File: config.mk
export PLATFORM = sky130hd
export DESIGN_NAME = dpsl_top
export DESIGN_NICKNAME = d
export VERILOG_FILES = /design/src/common/dpsl_pkg.sv /design/src/dpsl_vote.sv /design/src/dpsl_port_cfg.sv /design/src/dpsl_top.sv
export VERILOG_INCLUDE_DIRS = /design/src /design/src/common
export SDC_FILE = /design/constraint.sdc
export NUM_CORES = 1
export LEC_CHECK = 0
export BUFFER_PORTS_ARGS = -buffer_cell sky130_fd_sc_hd__clkbuf_2
export CORE_MARGIN = 5
export CORE_UTILIZATION = 54
export CTS_CLUSTER_DIAMETER = 50
export DETAILED_ROUTE_END_ITERATION = 10
export HOLD_SLACK_MARGIN = 0.1
export PLACE_DENSITY = 0.88
export SLEW_MARGIN = 30
export SYNTH_ARGS = -nofsm -noshare
export SYNTH_HDL_FRONTEND = slang
export SYNTH_HIERARCHICAL = 1
export SYNTH_SLANG_ARGS = --single-unit
File: constraint.sdc
create_clock -name clk_sys_i -period 4.25 [get_ports clk_sys_i]
set_clock_uncertainty 0.05 [all_clocks]
set_input_delay 0.85 -clock clk_sys_i [delete_from_list [all_inputs] [get_ports clk_sys_i]]
set_output_delay 0.85 -clock clk_sys_i [all_outputs]
set_load 0.01 [all_outputs]
File: src/common/dpsl_defs.svh
// constants for the debug port security lockout block
//
// Contract
// - the lock latch vote is high when at least 28 of its 32 stored bits equal the key pattern, else low.
// - while the sampled lock is high, debug and test entry is refused and all test, programming and debug ports stay off.
// - once the lock is high, no erase or change of the lock latch contents is accepted.
// - the lock latch output is sampled only at reset and that sample alone decides whether access is disabled.
// - locking needs the key loaded into the volatile copy, then programmed into the cells, then a reset.
// - after the key is written, port access keeps working until the next reset.
// - a key write is accepted only while no flash protection level is set, and ignored otherwise.
// - the lock latch contents can be read through the serial wire debug port.
// - the flash protection level may be lowered or cleared only by a full device erase.
// - either the JTAG or the SWD port can erase, program and verify the whole device.
// - a single flash block is erased, programmed or verified only when its security setting allows it.
// - the only debug plus trace pairings are SWD with single-wire trace, SWD with parallel trace, JTAG with parallel trace.
// - single-wire trace shares a JTAG pin, so it excludes JTAG.
// - parallel trace takes 5 pins, single-wire trace 1, JTAG 4 or 5, SWD 2.
// - every debug and trace port leaves reset disabled and only firmware enables it.
`ifndef DPSL_DEFS_SVH
`define DPSL_DEFS_SVH

// key pattern checked by the vote (value arbitrary)
`define DPSL_KEY_PATTERN 32'hA5C3_1E96
`define DPSL_KEY_W 32
`define DPSL_VOTE_MIN 6'h1C
// pin counts per port
`define DPSL_PINS_JTAG 4'h4
`define DPSL_PINS_JTAG_RST 4'h5
`define DPSL_PINS_SWD 4'h2
`define DPSL_PINS_SWV 4'h1
`define DPSL_PINS_TRACE 4'h5
`define DPSL_PINS_NONE 4'h0
// flash protection level meaning unprotected
`define DPSL_PROT_NONE 2'h0

`endif

File: src/common/dpsl_pkg.sv
// types for the debug port security lockout block
`default_nettype none
package dpsl_pkg;
  // host operations arriving over a debug port
  typedef enum logic [2:0] {
    OP_ERASE_ALL, OP_PROG_BLK, OP_ERASE_BLK, OP_VERIFY_BLK,
    OP_SET_PROT, OP_KEY_LOAD, OP_KEY_PROG, OP_KEY_READ
  } dpsl_op_t;
  typedef enum {ST_SAMPLE, ST_RUN} dpsl_st_t;
  typedef struct packed {
    logic valid;
    logic via_swd;
    dpsl_op_t op;
    logic [1:0] level;
    logic [31:0] data;
  } dpsl_req_t;
  typedef struct packed {
    logic valid;
    logic granted;
    logic [31:0] rdata;
  } dpsl_resp_t;
  typedef struct packed {
    logic jtag;
    logic ntrst;
    logic swd;
    logic swv;
    logic trace;
  } dpsl_ports_t;
  typedef struct packed {
    logic erase;
    logic prog;
    logic verify;
  } dpsl_perm_t;
  typedef struct packed {
    logic erase_all;
    logic erase_blk;
    logic prog_blk;
    logic verify_blk;
    logic set_prot;
    logic [1:0] level;
  } dpsl_flash_t;
  typedef struct packed {
    dpsl_st_t st;
    logic locked;
    dpsl_ports_t ports;
    logic [3:0] pins;
    logic cfg_err;
    logic [31:0] vol_key;
    logic nv_prog;
    dpsl_resp_t resp;
    dpsl_flash_t flash;
  } dpsl_state_t;
endpackage : dpsl_pkg
`default_nettype wire

File: src/dpsl_vote.sv
// super-majority vote of the stored latch bits against the key
`default_nettype none
`include "dpsl_defs.svh"
module dpsl_vote
  import dpsl_pkg::*;
#(
  parameter logic [31:0] KEY = `DPSL_KEY_PATTERN // value arbitrary
) (
  input wire logic [31:0] cells_i, // stored latch bits
  output logic hit_o // enough bits match
);
  logic [5:0] agree;
  // count agreeing bits
  always_comb begin
    agree = 6'h00;
    for (int i = 0; i < `DPSL_KEY_W; i++) begin
      agree = agree + {5'h00, ~(cells_i[i] ^ KEY[i])};
    end
  end
  assign hit_o = (agree >= `DPSL_VOTE_MIN);
endmodule : dpsl_vote
`default_nettype wire

File: src/dpsl_port_cfg.sv
// legality and pin count of a debug and trace port selection
`default_nettype none
`include "dpsl_defs.svh"
module dpsl_port_cfg
  import dpsl_pkg::*;
(
  input wire dpsl_ports_t req_i, // requested enables
  output logic legal_o, // selection allowed
  output logic [3:0] pins_o // pins taken
);
  // one debug port; single-wire trace shares a pin with jtag
  assign legal_o = !(req_i.jtag && req_i.swv)
                && !(req_i.jtag && req_i.swd)
                && !(req_i.ntrst && !req_i.jtag);
  // pin total of the selection
  always_comb begin
    pins_o = `DPSL_PINS_NONE;
    if (req_i.jtag) begin
      pins_o = req_i.ntrst ? `DPSL_PINS_JTAG_RST : `DPSL_PINS_JTAG;
    end
    if (req_i.swd) begin
      pins_o = pins_o + `DPSL_PINS_SWD;
    end
    if (req_i.swv) begin
      pins_o = pins_o + `DPSL_PINS_SWV;
    end
    if (req_i.trace) begin
      pins_o = pins_o + `DPSL_PINS_TRACE;
    end
  end
endmodule : dpsl_port_cfg
`default_nettype wire

File: src/dpsl_top.sv
// debug port security lockout: port selection, lock latch and host access gate
`default_nettype none
`include "dpsl_defs.svh"
module dpsl_top
  import dpsl_pkg::*;
(
  input wire logic clk_sys_i, // system clock, 125 MHz
  input wire logic reset_n_i, // async reset, active low
  // firmware port configuration
  input wire logic fw_cfg_wr_i, // firmware writes port selection
  input wire dpsl_ports_t fw_cfg_i, // requested port enables
  // host requests from the debug ports
  input wire dpsl_req_t req_i, // one-cycle request
  input wire dpsl_perm_t blk_perm_i, // addressed block security
  input wire logic [1:0] prot_level_i, // current flash protection
  // nonvolatile latch cells
  input wire logic [31:0] nv_cells_i, // stored latch bits
  // outputs
  output logic locked_o, // sampled lock decision
  output dpsl_ports_t ports_o, // live port enables
  output logic [3:0] pins_o, // pins taken by the ports
  output logic cfg_err_o, // last selection refused
  output dpsl_resp_t resp_o, // answer to the request
  output dpsl_flash_t flash_o, // flash command pulses
  output logic nv_prog_o, // program cells pulse
  output logic [31:0] nv_data_o // volatile copy to program
);

  // ----------------------------------------------------------------
  // helpers
  // ----------------------------------------------------------------

  dpsl_state_t s_reg;
  dpsl_state_t s_next;
  logic vote_hit;
  logic cfg_legal;
  logic [3:0] cfg_pins;
  logic port_ok;
  logic blk_ok;
  logic key_ok;

  // vote over the stored cells
  dpsl_vote u_vote (
    .cells_i(nv_cells_i),
    .hit_o(vote_hit)
  );

  // check of the firmware selection
  dpsl_port_cfg u_cfg (
    .req_i(fw_cfg_i),
    .legal_o(cfg_legal),
    .pins_o(cfg_pins)
  );

  // ----------------------------------------------------------------
  // access qualifiers
  // ----------------------------------------------------------------

  // the request's own port must be live and the part unlocked
  always_comb begin
    port_ok = 1'b0;
    if (!s_reg.locked && s_reg.st == ST_RUN) begin
      if (req_i.via_swd) begin
        port_ok = s_reg.ports.swd;
      end else begin
        port_ok = s_reg.ports.jtag;
      end
    end
  end

  // per-block operation allowed by its security
  always_comb begin
    blk_ok = 1'b0;
    unique case (req_i.op)
      OP_ERASE_BLK: begin
        blk_ok = blk_perm_i.erase;
      end
      OP_PROG_BLK: begin
        blk_ok = blk_perm_i.prog;
      end
      OP_VERIFY_BLK: begin
        blk_ok = blk_perm_i.verify;
      end
      OP_ERASE_ALL, OP_SET_PROT, OP_KEY_LOAD, OP_KEY_PROG, OP_KEY_READ: begin
        blk_ok = 1'b0;
      end
    endcase
  end

  // key changes need no protection set and no lock
  assign key_ok = (prot_level_i == `DPSL_PROT_NONE) && !s_reg.locked;

  // ----------------------------------------------------------------
  // next state
  // ----------------------------------------------------------------

  always_comb begin
    s_next = s_reg;
    s_next.resp = '0;
    s_next.flash = '0;
    s_next.nv_prog = 1'b0;
    unique case (s_reg.st)
      // first cycle after release: catch the lock decision once
      ST_SAMPLE: begin
        s_next.locked = vote_hit;
        s_next.st = ST_RUN;
      end
      ST_RUN: begin
        // firmware port selection; nothing opens while locked
        if (fw_cfg_wr_i && !s_reg.locked) begin
          if (cfg_legal) begin
            s_next.ports = fw_cfg_i;
            s_next.pins = cfg_pins;
            s_next.cfg_err = 1'b0;
          end else begin
            s_next.cfg_err = 1'b1;
          end
        end
        if (s_reg.locked) begin
          s_next.ports = '0;
          s_next.pins = `DPSL_PINS_NONE;
        end
        // host request: answered the next cycle
        if (req_i.valid) begin
          s_next.resp.valid = 1'b1;
          if (port_ok) begin
            unique case (req_i.op)
              OP_ERASE_ALL: begin
                s_next.resp.granted = 1'b1;
                s_next.flash.erase_all = 1'b1;
              end
              OP_ERASE_BLK: begin
                s_next.resp.granted = blk_ok;
                s_next.flash.erase_blk = blk_ok;
              end
              OP_PROG_BLK: begin
                s_next.resp.granted = blk_ok;
                s_next.flash.prog_blk = blk_ok;
              end
              OP_VERIFY_BLK: begin
                s_next.resp.granted = blk_ok;
                s_next.flash.verify_blk = blk_ok;
              end
              OP_SET_PROT: begin
                // raising is free, lowering only by full erase
                if (req_i.level >= prot_level_i) begin
                  s_next.resp.granted = 1'b1;
                  s_next.flash.set_prot = 1'b1;
                  s_next.flash.level = req_i.level;
                end
              end
              OP_KEY_LOAD: begin
                if (key_ok) begin
                  s_next.resp.granted = 1'b1;
                  s_next.vol_key = req_i.data;
                end
              end
              OP_KEY_PROG: begin
                if (key_ok) begin
                  s_next.resp.granted = 1'b1;
                  s_next.nv_prog = 1'b1;
                end
              end
              OP_KEY_READ: begin
                if (req_i.via_swd) begin
                  s_next.resp.granted = 1'b1;
                  s_next.resp.rdata = nv_cells_i;
                end
              end
            endcase
          end
        end
      end
    endcase
  end

  // ----------------------------------------------------------------
  // state register
  // ----------------------------------------------------------------

  // all ports closed and lock assumed until sampled
  always_ff @(posedge clk_sys_i or negedge reset_n_i) begin
    if (!reset_n_i) begin
      s_reg <= '0;
      s_reg.st <= ST_SAMPLE;
      s_reg.locked <= 1'b1;
    end else begin
      s_reg <= s_next;
    end
  end

  // ----------------------------------------------------------------
  // outputs
  // ----------------------------------------------------------------

  assign locked_o = s_reg.locked;
  assign ports_o = s_reg.ports;
  assign pins_o = s_reg.pins;
  assign cfg_err_o = s_reg.cfg_err;
  assign resp_o = s_reg.resp;
  assign flash_o = s_reg.flash;
  assign nv_prog_o = s_reg.nv_prog;
  assign nv_data_o = s_reg.vol_key;

endmodule : dpsl_top
`default_nettype wire

==> results.py, run 1 <==
metrics = {
    "layout": {
        "antennaDiodeCount": 0,
        "fillers": 705,
        "ff_latch_area_um2": 2150,
        "multi_input_area_um2": 1780,
        "drive_above_1_share": 0.453,
        "area_growth_pct": 11.4,
        "largest_reg_flops": 34,
        "nets": 631,
    },
    "cts": {
        "cts_tree": "yes",
        "clkSinkCount": 86,
        "ctsRootBufferMaster": "clkbuf_8",
        "htreeDepth": 3,
        "cts_buffer_depth": 2,
        "cts_setup_buffers": 0,
        "insertion_delay_ps": 340,
        "numCtsBuffers": 9,
        "hold_buffers": 0,
        "clk_pin_slew_ps": 90,
    },
    "setup_path": {
        "reg2reg_setup_slack_ps": 1980,
        "critPathMaxStageDelay_ps": 550,
        "cp_max_fo": 2,
        "worstSetupStartpointType": "input port",
        "path_cells": "clkbuf_2, fa_1, inv_1, fa_1, inv_1, fa_1, inv_2, fa_1, fa_1, fa_1, inv_2, fa_2, fa_2, xnor2_2, a211oi_2, nand3b_1, o311ai_1, mux2_4",
        "crit_path_start": "nv_cells_i[23]",
        "reg2reg_from": "s_reg[85]",
        "end_kind": "flop",
        "reg2reg_to": "nv_data_o[30]",
        "critical_path_buf_inv_count": 5,
        "cp_slowest_cell": "fa_1",
        "critPathTopFamily": "adder cells",
        "cp.depth": 18,
        "endpoint": "locked_o",
        "cp_common_cell": "fa_1",
        "ff2ff_path_depth": 5,
        "path_class": "in -> reg",
        "crit_required_ps": 4480,
        "cp_data_arrival_time_ps": 5580,
    },
    "run_status": {
        "violations": "negative setup slack",
        "outcome": "complete, but fails checks",
    },
    "yosys": {
        "synth_cells": 420,
        "synth-seq-cells": 86,
        "synth_warnings": 6,
        "yosys.cell_types.count": 40,
        "synth_top_area_cell": "dfrtp_1",
        "seq_area_frac_synth": 0.451,
        "synth.area.top_cells": "dfrtp_1, buf_4, fa_1",
        "yosysTopAreaCellShare": 0.445,
        "synth_area_per_cell_um2": 11.4,
        "syn-num-nets": 539,
        "synth_area_um2": 4780,
    },
    "routing": {
        "wl_per_cell_um": 14.6,
        "drc": 0,
        "drtIter0Drc": 83,
        "dr.pass1.iters": 4,
        "viasPerCell": 4.78,
        "routed_wl_um": 9130,
        "vias": 2990,
        "postRouteAntennaNets": 0,
    },
    "place": {
        "globalplace.congestion": 0.790,
        "place_hpwl_um": 7340,
        "portBuffers": 168,
    },
    "grt": {
        "overflow": 0,
        "grt_start_max_net_pins": 87,
        "grt_pass1_wl_um": 15300,
        "antenna_found_initial": 0,
        "track_usage": 0.174,
        "first_global_vias": 3111,
    },
    "timing": {
        "worstMarginPinSlew_ps": 757,
        "post-route-min-period_ps": 5360,
        "rsz0062_at_grt": "yes",
        "hold_viol": 0,
        "fin_setup_tns_ps": -1110,
        "finalWorstSetupSlack_ps": -1110,
        "slew_headroom": 0.495,
        "finalCritPeriodShare": 1.26,
        "setup_viol": 1,
        "slew_violations": 0,
        "fmax_ghz": 0.187,
    },
    "power_and_ir_drop": {
        "ir_worst_vdd_mv": 0.356,
        "p_total_uw": 2750,
        "leakagePower_uw": 0.00304,
        "cellPowerDensity_nw_per_um2": 516,
    },
    "die": {
        "die-width_um": 104,
        "core_area_um2": 8680,
        "boundaryPins": 169,
        "initial_core_util": 0.551,
        "placementRows": 34,
        "die_h_um": 104,
        "dieArea_um2": 10800,
    },
    "flow_run": {
        "drv_cap": 0,
    },
    "worst_hold_path": {
        "hp-start": "pins_o[1]",
        "hp-class": "reg -> reg",
    },
}
worst reg2reg max path: stages (launching register included):
cell and delay [ps]:
dfrtp_1 460, nand2_1 150, or4b_4 580, nor4_4 140, buf_4 380, mux2_2 400
kinds of logic after synthesis:
group | after synthesis | synth area share
AO/OA/AOI/OAI | 26 | 0.0335
XOR/XNOR | 5 | 0.0123
adder cells (fa/ha/maj) | 35 | 0.129
buffers and inverters | 142 | 0.181
flip-flops | 86 | 0.451
multiplexers | 36 | 0.0851
other | 1 | 0.000785
AND/OR/NAND/NOR | 89 | 0.108
cell usage in the layout (no fill, tap or decap), types with 3 or more instances in the layout:
master / instances
clkbuf_2: 167
dfrtp_1: 85
inv_1: 48
and2_1: 34
mux2_2: 30
nand2_1: 26
fa_1: 22
o21ai_0: 13
ha_1: 11
clkbuf_8: 9
a21oi_1: 5
nor2_1: 5
buf_4: 5
nor4_1: 4
nand3_1: 4
nand2b_1: 3
xnor2_2: 3
repair_timing:
item | CTS | global route
resized for setup | 3 | 0
endpoints found under the setup margin | 1 | 1
pin swaps | 3 | 1
cloned | 0 | 0
Yosys cell counts (all sizes together):
cell type,n
buf,85
dfrtp,85
inv,50
and2,34
mux2,34
nand2,26
fa,24
o21ai,13
ha,11
clkbuf,7
a21oi,5
nand3,5
nor2,5
nor4,5
xnor2,5
a211oi,3
nand2b,3
and4b,2
mux2i,2
nor3,2
nor3b,2
a21o,1
and4,1
conb,1
dfstp,1
nand3b,1
nor2b,1
nor4b,1
o21bai,1
o22ai,1
o311ai,1
o31a,1
or4b,1
power by group:
group	internal (uW)	total (uW)	switching [uW]
Combinational	598	1290	692
Sequential	884	925	41.3
Clock	222	533	311
Total	1700	2750	1040
worst min path at each step:
stage,end,slack (ps),cells after the start
2_1_floorplan,pins_o[0],400,2
6_report,pins_o[1],440,2
3_3_place_gp,pins_o[0],410,2
5_1_grt,nv_data_o[9],470,1
4_1_cts,pins_o[1],440,2
3_5_place_dp,pins_o[1],420,2
metrics by stage:
stage / instances / worst slack (ps) / hold slack, ps / utilization / area [um2]
CTS: 625 / -1120 / 442 / 0.613 / 5320
floorplan: 420 / -1210 / 401 / - / 4790
detailed placement: 609 / -1510 / 421 / 0.592 / 5140
global placement: 609 / -1410 / 413 / 0.592 / 5130
finish: 625 / -1110 / 436 / 0.613 / 5320
global route: 625 / -1310 / 473 / 0.613 / 5320
layer usage:
layer | vias up | GRT usage | wire, um
met5 | - | 0 | 0
met3 | 18 | 0.0435 | 567
met2 | 125 | 0.296 | 4690
li1 | 1426 | - | -
met4 | 0 | 0.0694 | 228
met1 | 1421 | 0.213 | 3650
cell type report:
type,count,area share
Clock buffer,10,0.0240
Multi-Input combinational cell,192,0.335
Clock inverter,6,0.00987
Sequential cell,86,0.404
Tap cell,108,0.0254
Inverter,50,0.0353
Timing Repair Buffer,173,0.166
No activity file was read; power rests on OpenSTA's default activity.
==> run 2: changes to the inputs <==
CORE_MARGIN = 3   (was 5)
==> run 2 against run 1 <==
The run still ends with negative setup slack left. Clock-buffer cell count shrank 1. Wire length grew 5.6%. Sequential share of layout area decreased by 0.10 points. Via count fell by 0.17%. Worst hold slack got worse by 2.3 ps. Power up 5.3%. Combinational power increased by 8%. Clock power rose by 8.6%. Utilization is 2.0 points higher. Critical path depth is the same. Cell area rose by 0.26%. Highest routed layer unchanged.
==> results.py, run 2 (synthesis gave the netlist of run 1 again) <==
metrics = {
    "layout": {
        "final_common_cell": "clkbuf_2",
        "most-common-layout-cells": "clkbuf_2, dfrtp_1, inv_1",
        "fillers": 671,
        "area_growth_pct": 11.7,
        "largest_reg_flops": 34,
        "design_area_um2": 5340,
        "drive_above_1_share": 0.450,
        "nets": 631,
        "antennaDiodeCount": 0,
    },
    "cts": {
        "clkSinkCount": 86,
        "cts_tree": "yes",
        "cts_buffer_depth": 2,
        "clk_pin_slew_ps": 80,
        "cts_setup_buffers": 0,
        "insertion_delay_ps": 350,
        "numCtsBuffers": 9,
        "ctsRootBufferMaster": "clkbuf_8",
        "htreeDepth": 3,
    },
    "setup_path": {
        "crit_path_start": "nv_cells_i[23]",
        "critPathTopFamily": "adder cells",
        "critical_path_buf_inv_count": 5,
        "cp_max_fo": 2,
        "cp_data_arrival_time_ps": 5600,
        "ff2ff_path_depth": 5,
        "cp_common_cell": "fa_1",
        "path_class": "in -> reg",
        "cp.depth": 18,
        "end_kind": "flop",
        "cp_slowest_cell": "fa_1",
        "crit_required_ps": 4490,
        "reg2reg_setup_slack_ps": 1930,
        "critPathMaxStageDelay_ps": 520,
        "reg2reg_from": "s_reg[85]",
        "path_cells": "clkbuf_2, fa_1, inv_1, fa_1, inv_1, fa_1, inv_1, fa_1, fa_1, fa_1, inv_1, fa_2, fa_2, xnor2_2, a211oi_2, nand3b_1, o311ai_1, mux2_4",
        "reg2reg_to": "nv_data_o[6]",
        "worstSetupStartpointType": "input port",
    },
    "timing": {
        "rsz0062_at_grt": "yes",
        "hold_viol": 0,
        "finalWorstSetupSlack_ps": -1110,
        "worstMarginPinSlew_ps": 690,
        "slew_headroom": 0.540,
        "post-route-min-period_ps": 5360,
        "fmax_ghz": 0.187,
        "finalCritPeriodShare": 1.26,
        "setup_viol": 1,
        "slew_violations": 0,
    },
    "run_status": {
        "outcome": "complete, but fails checks",
        "violations": "negative setup slack",
    },
    "grt": {
        "first_global_vias": 3121,
        "overflow": 0,
        "track_usage": 0.200,
        "grt_start_max_net_pins": 57,
        "grt_pass1_wl_um": 15300,
        "antenna_found_initial": 0,
    },
    "worst_hold_path": {
        "hp-class": "reg -> reg",
        "holdPathEnd": "ports_o[1]",
        "hp-start": "ports_o[1]",
        "worstHoldPathCells": 2,
    },
    "routing": {
        "drc": 0,
        "dr.pass1.iters": 4,
        "postRouteAntennaNets": 0,
        "viasPerCell": 4.81,
        "vias": 2985,
        "routed_wl_um": 9650,
        "wl_per_cell_um": 15.5,
        "drtIter0Drc": 70,
    },
    "die": {
        "initial_core_util": 0.567,
        "die-width_um": 100,
        "die_h_um": 100,
        "dieArea_um2": 10000,
        "core_area_um2": 8420,
        "placementRows": 33,
        "boundaryPins": 169,
    },
    "place": {
        "dpl-instance-area_um2": 5130,
        "place_hpwl_um": 7710,
        "place_ws_ps": -1500,
        "globalplace.congestion": 0.808,
        "portBuffers": 168,
    },
    "power_and_ir_drop": {
        "leakagePower_uw": 0.00304,
        "cellPowerDensity_nw_per_um2": 542,
        "ir_worst_vdd_mv": 0.373,
    },
    "flow_run": {
        "drv_cap": 0,
    },
}
## run 2: report_power, final
group          total [uW]  switching (uW)  leakage, uW  internal [uW]
registers             925            41.6      0.00118            884
clock network         579             306    0.0000883            273
logic                1390             752      0.00177            638
total                2890            1100      0.00304           1790
## run 2: how the worst max path moves through the flow
stage                     to
global route        locked_o
finish              locked_o
floorplan           locked_o
detailed placement  locked_o
global placement    locked_o
CTS                 locked_o
## run 2: layout make-up
cell class	count	area, um2	share of cell area
clock inverter	6	70.1	0.0131
sequential	86	2150	0.403
clock buffer	9	124	0.0232
multi-input combinational	192	1790	0.335
tap	105	131	0.0246
inverter	50	188	0.0352
timing repair buffer	173	881	0.165
## run 2: worst reg2reg max path, cell delays in order (launching register included)
cell and delay (ps):
dfrtp_1 460, nand2_1 150, or4b_4 580, nor4_4 150, buf_4 400, mux2_2 410
## run 2: stage by stage
step	utilization	setup TNS, ps	total power [uW]	std cells	hold WS [ps]
final	0.634	-1110	2890	621	434
after global routing	0.634	-1310	3140	621	470
after CTS	0.633	-1100	2870	621	441
after detailed placement	0.609	-1500	2220	606	422
after global placement	0.609	-1400	2110	606	414
after floorplan	-	-1210	1950	420	401
## run 2: layer usage
| layer | GRT usage | wire length, um | vias to the layer above |
|---|---|---|---|
| met5 | 0 | 0 | - |
| met2 | 0.355 | 4950 | 117 |
| met1 | 0.235 | 3850 | 1417 |
| met3 | 0.0431 | 597 | 20 |
| met4 | 0.0819 | 248 | 0 |
| li1 | - | - | 1431 |
## run 2: what timing repair did
| action | CTS | global route |
|---|---|---|
| gates cloned | 0 | 0 |
| setup endpoints to repair | 1 | 1 |
| pin swaps | 7 | 2 |
| hold buffers | 0 | 0 |
| gates resized for setup | 1 | 2 |
==> run 3: changes to the inputs <==
--- a/config.mk
+++ b/config.mk
@@ -7,7 +7,8 @@
 export NUM_CORES = 1
 export LEC_CHECK = 0
+export ABC_AREA = 1
 export BUFFER_PORTS_ARGS = -buffer_cell sky130_fd_sc_hd__clkbuf_2
 export CORE_MARGIN = 3
-export CORE_UTILIZATION = 54
+export CORE_UTILIZATION = 55
 export CTS_CLUSTER_DIAMETER = 50
 export DETAILED_ROUTE_END_ITERATION = 10
==> constraint.sdc (replaced) <==
create_clock -name clk_sys_i -period 4.25 [get_ports clk_sys_i]
set_clock_uncertainty 0.05 [all_clocks]
set_input_delay 1.0625 -clock clk_sys_i [delete_from_list [all_inputs] [get_ports clk_sys_i]]
set_output_delay 1.0625 -clock clk_sys_i [all_outputs]
set_load 0.01 [all_outputs]
==> run 3 against run 2 <==
The run still ends with negative setup slack left. Clock-buffer cell count is the same. Worst hold slack lost 6.7 ps. Fmax grew 0.39%. Global-route usage grew 2.1 points. Final cell count grew 26%. Sequential power shrank 0.6%. Critical endpoint unchanged. Highest routed layer unchanged.
==> results.py, run 3 <==
metrics = {
    "run_status": {
        "outcome": "complete, but fails checks",
        "violations": "negative setup slack",
    },
    "place": {
        "portBuffers": 168,
        "dpl-instance-area_um2": 5370,
        "globalplace.congestion": 0.853,
        "dp_cells": 766,
        "place_ws_ps": -1520,
        "place_hpwl_um": 8690,
    },
    "yosys": {
        "yosys.cell_types.count": 29,
        "synth.area.top_cells": "dfrtp_1, buf_4, nand2_1",
        "synth_top_area_cell": "dfrtp_1",
        "synthMostInstantiatedCell": "nand2_1",
        "synth_area_um2": 5050,
        "synthTopCellsByCount": "nand2_1, buf_4, dfrtp_1, inv_1, nor2_1",
        "synth_edf_count": 0,
        "synth_flop_cell": "dfrtp_1",
        "synth_cells": 583,
        "seq_area_frac_synth": 0.426,
        "yosysTopAreaCellShare": 0.421,
        "synth_warnings": 6,
        "syn-num-nets": 702,
        "synth-seq-cells": 86,
        "synth_area_per_cell_um2": 8.67,
        "synth-async-reset-ratio": 1.00,
    },
    "cts": {
        "cts_setup_buffers": 0,
        "clkSinkCount": 86,
        "htreeDepth": 3,
        "cts_tree": "yes",
        "hold_buffers": 0,
        "cts_buffer_depth": 2,
        "ctsRootBufferMaster": "clkbuf_8",
        "clk_pin_slew_ps": 90,
        "insertion_delay_ps": 340,
        "numCtsBuffers": 9,
    },
    "layout": {
        "fillers": 728,
        "drive_above_1_share": 0.309,
        "largest_reg_flops": 34,
        "area_growth_pct": 10.2,
        "design_area_um2": 5570,
        "nets": 788,
        "fin_util": 0.633,
        "antennaDiodeCount": 0,
        "stdcell_count": 781,
        "most-common-layout-cells": "clkbuf_2, nand2_1, dfrtp_1",
        "final_common_cell": "clkbuf_2",
    },
    "worst_hold_path": {
        "hp-class": "reg -> reg",
    },
    "setup_path": {
        "critPathTopFamily": "adder cells",
        "cp_max_fo": 2,
        "cp_data_arrival_time_ps": 5560,
        "crit_required_ps": 4470,
        "cp_common_cell": "fa_1",
        "cp_slowest_cell": "fa_1",
        "path_cells": "clkbuf_2, inv_4, fa_1, inv_2, fa_1, fa_1, inv_1, fa_1, fa_1, fa_1, inv_1, fa_2, fa_2, xor2_1, nand3_1, o21bai_1, nand2_1, nand2_1",
        "end_kind": "flop",
        "worstSetupStartpointType": "input port",
        "path_class": "in -> reg",
        "critPathMaxStageDelay_ps": 550,
        "critical_path_buf_inv_count": 5,
    },
    "die": {
        "core_area_um2": 8810,
        "placementRows": 34,
        "dieArea_um2": 10400,
        "die_h_um": 102,
        "initial_core_util": 0.574,
        "die-width_um": 102,
        "boundaryPins": 169,
    },
    "timing": {
        "hold_viol": 0,
        "rsz0062_at_grt": "yes",
        "fmax_ghz": 0.187,
        "setup_viol": 1,
        "hold_slack_ps": 427,
        "slew_headroom": 0.496,
        "post-route-min-period_ps": 5340,
        "finalCritPeriodShare": 1.26,
        "finalWorstSetupSlack_ps": -1090,
        "worstMarginPinSlew_ps": 755,
        "slew_violations": 0,
    },
    "routing": {
        "viasPerCell": 5.06,
        "wl_met3_um": 754,
        "route.met2.wl_um": 5690,
        "highest_layer": "met4",
        "routed_wl_um": 11200,
        "wl_per_cell_um": 14.3,
        "drtIter0Drc": 226,
        "met1_length_um": 4510,
        "vias": 3955,
        "drc": 0,
        "postRouteAntennaNets": 0,
        "dr.pass1.iters": 5,
    },
    "grt": {
        "grt_start_max_net_pins": 87,
        "first_global_vias": 3877,
        "overflow": 0,
        "grt_pass1_wl_um": 17900,
        "antenna_found_initial": 0,
        "track_usage": 0.220,
    },
    "power_and_ir_drop": {
        "ir_worst_vdd_mv": 0.391,
        "leakagePower_uw": 0.00326,
        "cellPowerDensity_nw_per_um2": 489,
    },
    "flow_run": {
        "drv_cap": 0,
    },
}
==> run 3: cell count changes after synthesis, moves of 31 or more <==
cell / previous run / this run
nand2_1: 26 / 151
nor2_1: 5 / 49
nand4_1: 0 / 32
nand3_1: 4 / 35
and2_1: 34 / 1
mux2_2: 31 / 0
==> run 3: worst paths after layout <==
path                                start            end  slack [ps]  depth (start not counted)
max                        nv_cells_i[17]       locked_o       -1090                         18
min                         nv_data_o[14]  nv_data_o[14]         430                          2
min reg2reg                 nv_data_o[14]  nv_data_o[14]         430                          2
max reg2reg                     s_reg[85]  nv_data_o[18]        2260                          7
max in group asynchronous       reset_n_i      pins_o[0]        2930                          1
min in group asynchronous       reset_n_i  nv_data_o[22]         710                          1
==> run 3: final cells by class <==
cell class	instances	area (um2)	area share
Clock buffer	9	124	0.0222
Clock inverter	6	70.1	0.0126
Inverter	72	273	0.0489
Multi-Input combinational cell	322	1900	0.340
Sequential cell	86	2150	0.386
Tap cell	108	135	0.0242
Timing Repair Buffer	178	922	0.165
==> run 3: kinds of logic (layout without fill, tap and decap cells) <==
| group | after synthesis | in the layout | synth area share |
|---|---|---|---|
| AOI/OAI and AO/OA | 7 | 7 | 0.00743 |
| adders and majority gates | 35 | 35 | 0.122 |
| other | 1 | 1 | 0.000742 |
| DFF | 86 | 86 | 0.426 |
| buffers and inverters | 175 | 265 | 0.201 |
| xor gates and xnor gates | 1 | 1 | 0.00173 |
| and+or+nand+nor | 278 | 278 | 0.241 |
==> run 3: metrics by stage <==
step	setup TNS, ps	power (uW)
2_1_floorplan	-1160	1880
3_3_place_gp	-1410	2050
3_5_place_dp	-1520	2150
4_1_cts	-1100	2740
5_1_grt	-1270	2960
6_report	-1090	2730
==> run 3: power breakdown <==
| part | switching [uW] | internal, uW | total [uW] |
|---|---|---|---|
| combinational | 751 | 485 | 1240 |
| clock | 297 | 273 | 570 |
| sequential | 39.1 | 880 | 919 |
==> run 3: timing repair <==
action | 4_1_cts | 5_1_grt
pin swaps | 7 | 1
setup endpoints to repair | 1 | 1
gates resized for setup | 2 | 0
==> run 3: worst register-to-register path, cell delays in order (launching register included) <==
cell and delay (ps):
dfrtp_1 400, nand2_1 90, nor2_1 100, nand2_1 100
inv_2 440, nand3_4 440, nand2_1 180, nand2_1 70
==> run 3: per-layer routing <==
metal,GRT usage,vias up
met1,0.276,1885
met5,0,-
met3,0.0423,18
met2,0.386,165
li1,-,1887
met4,0.0737,0
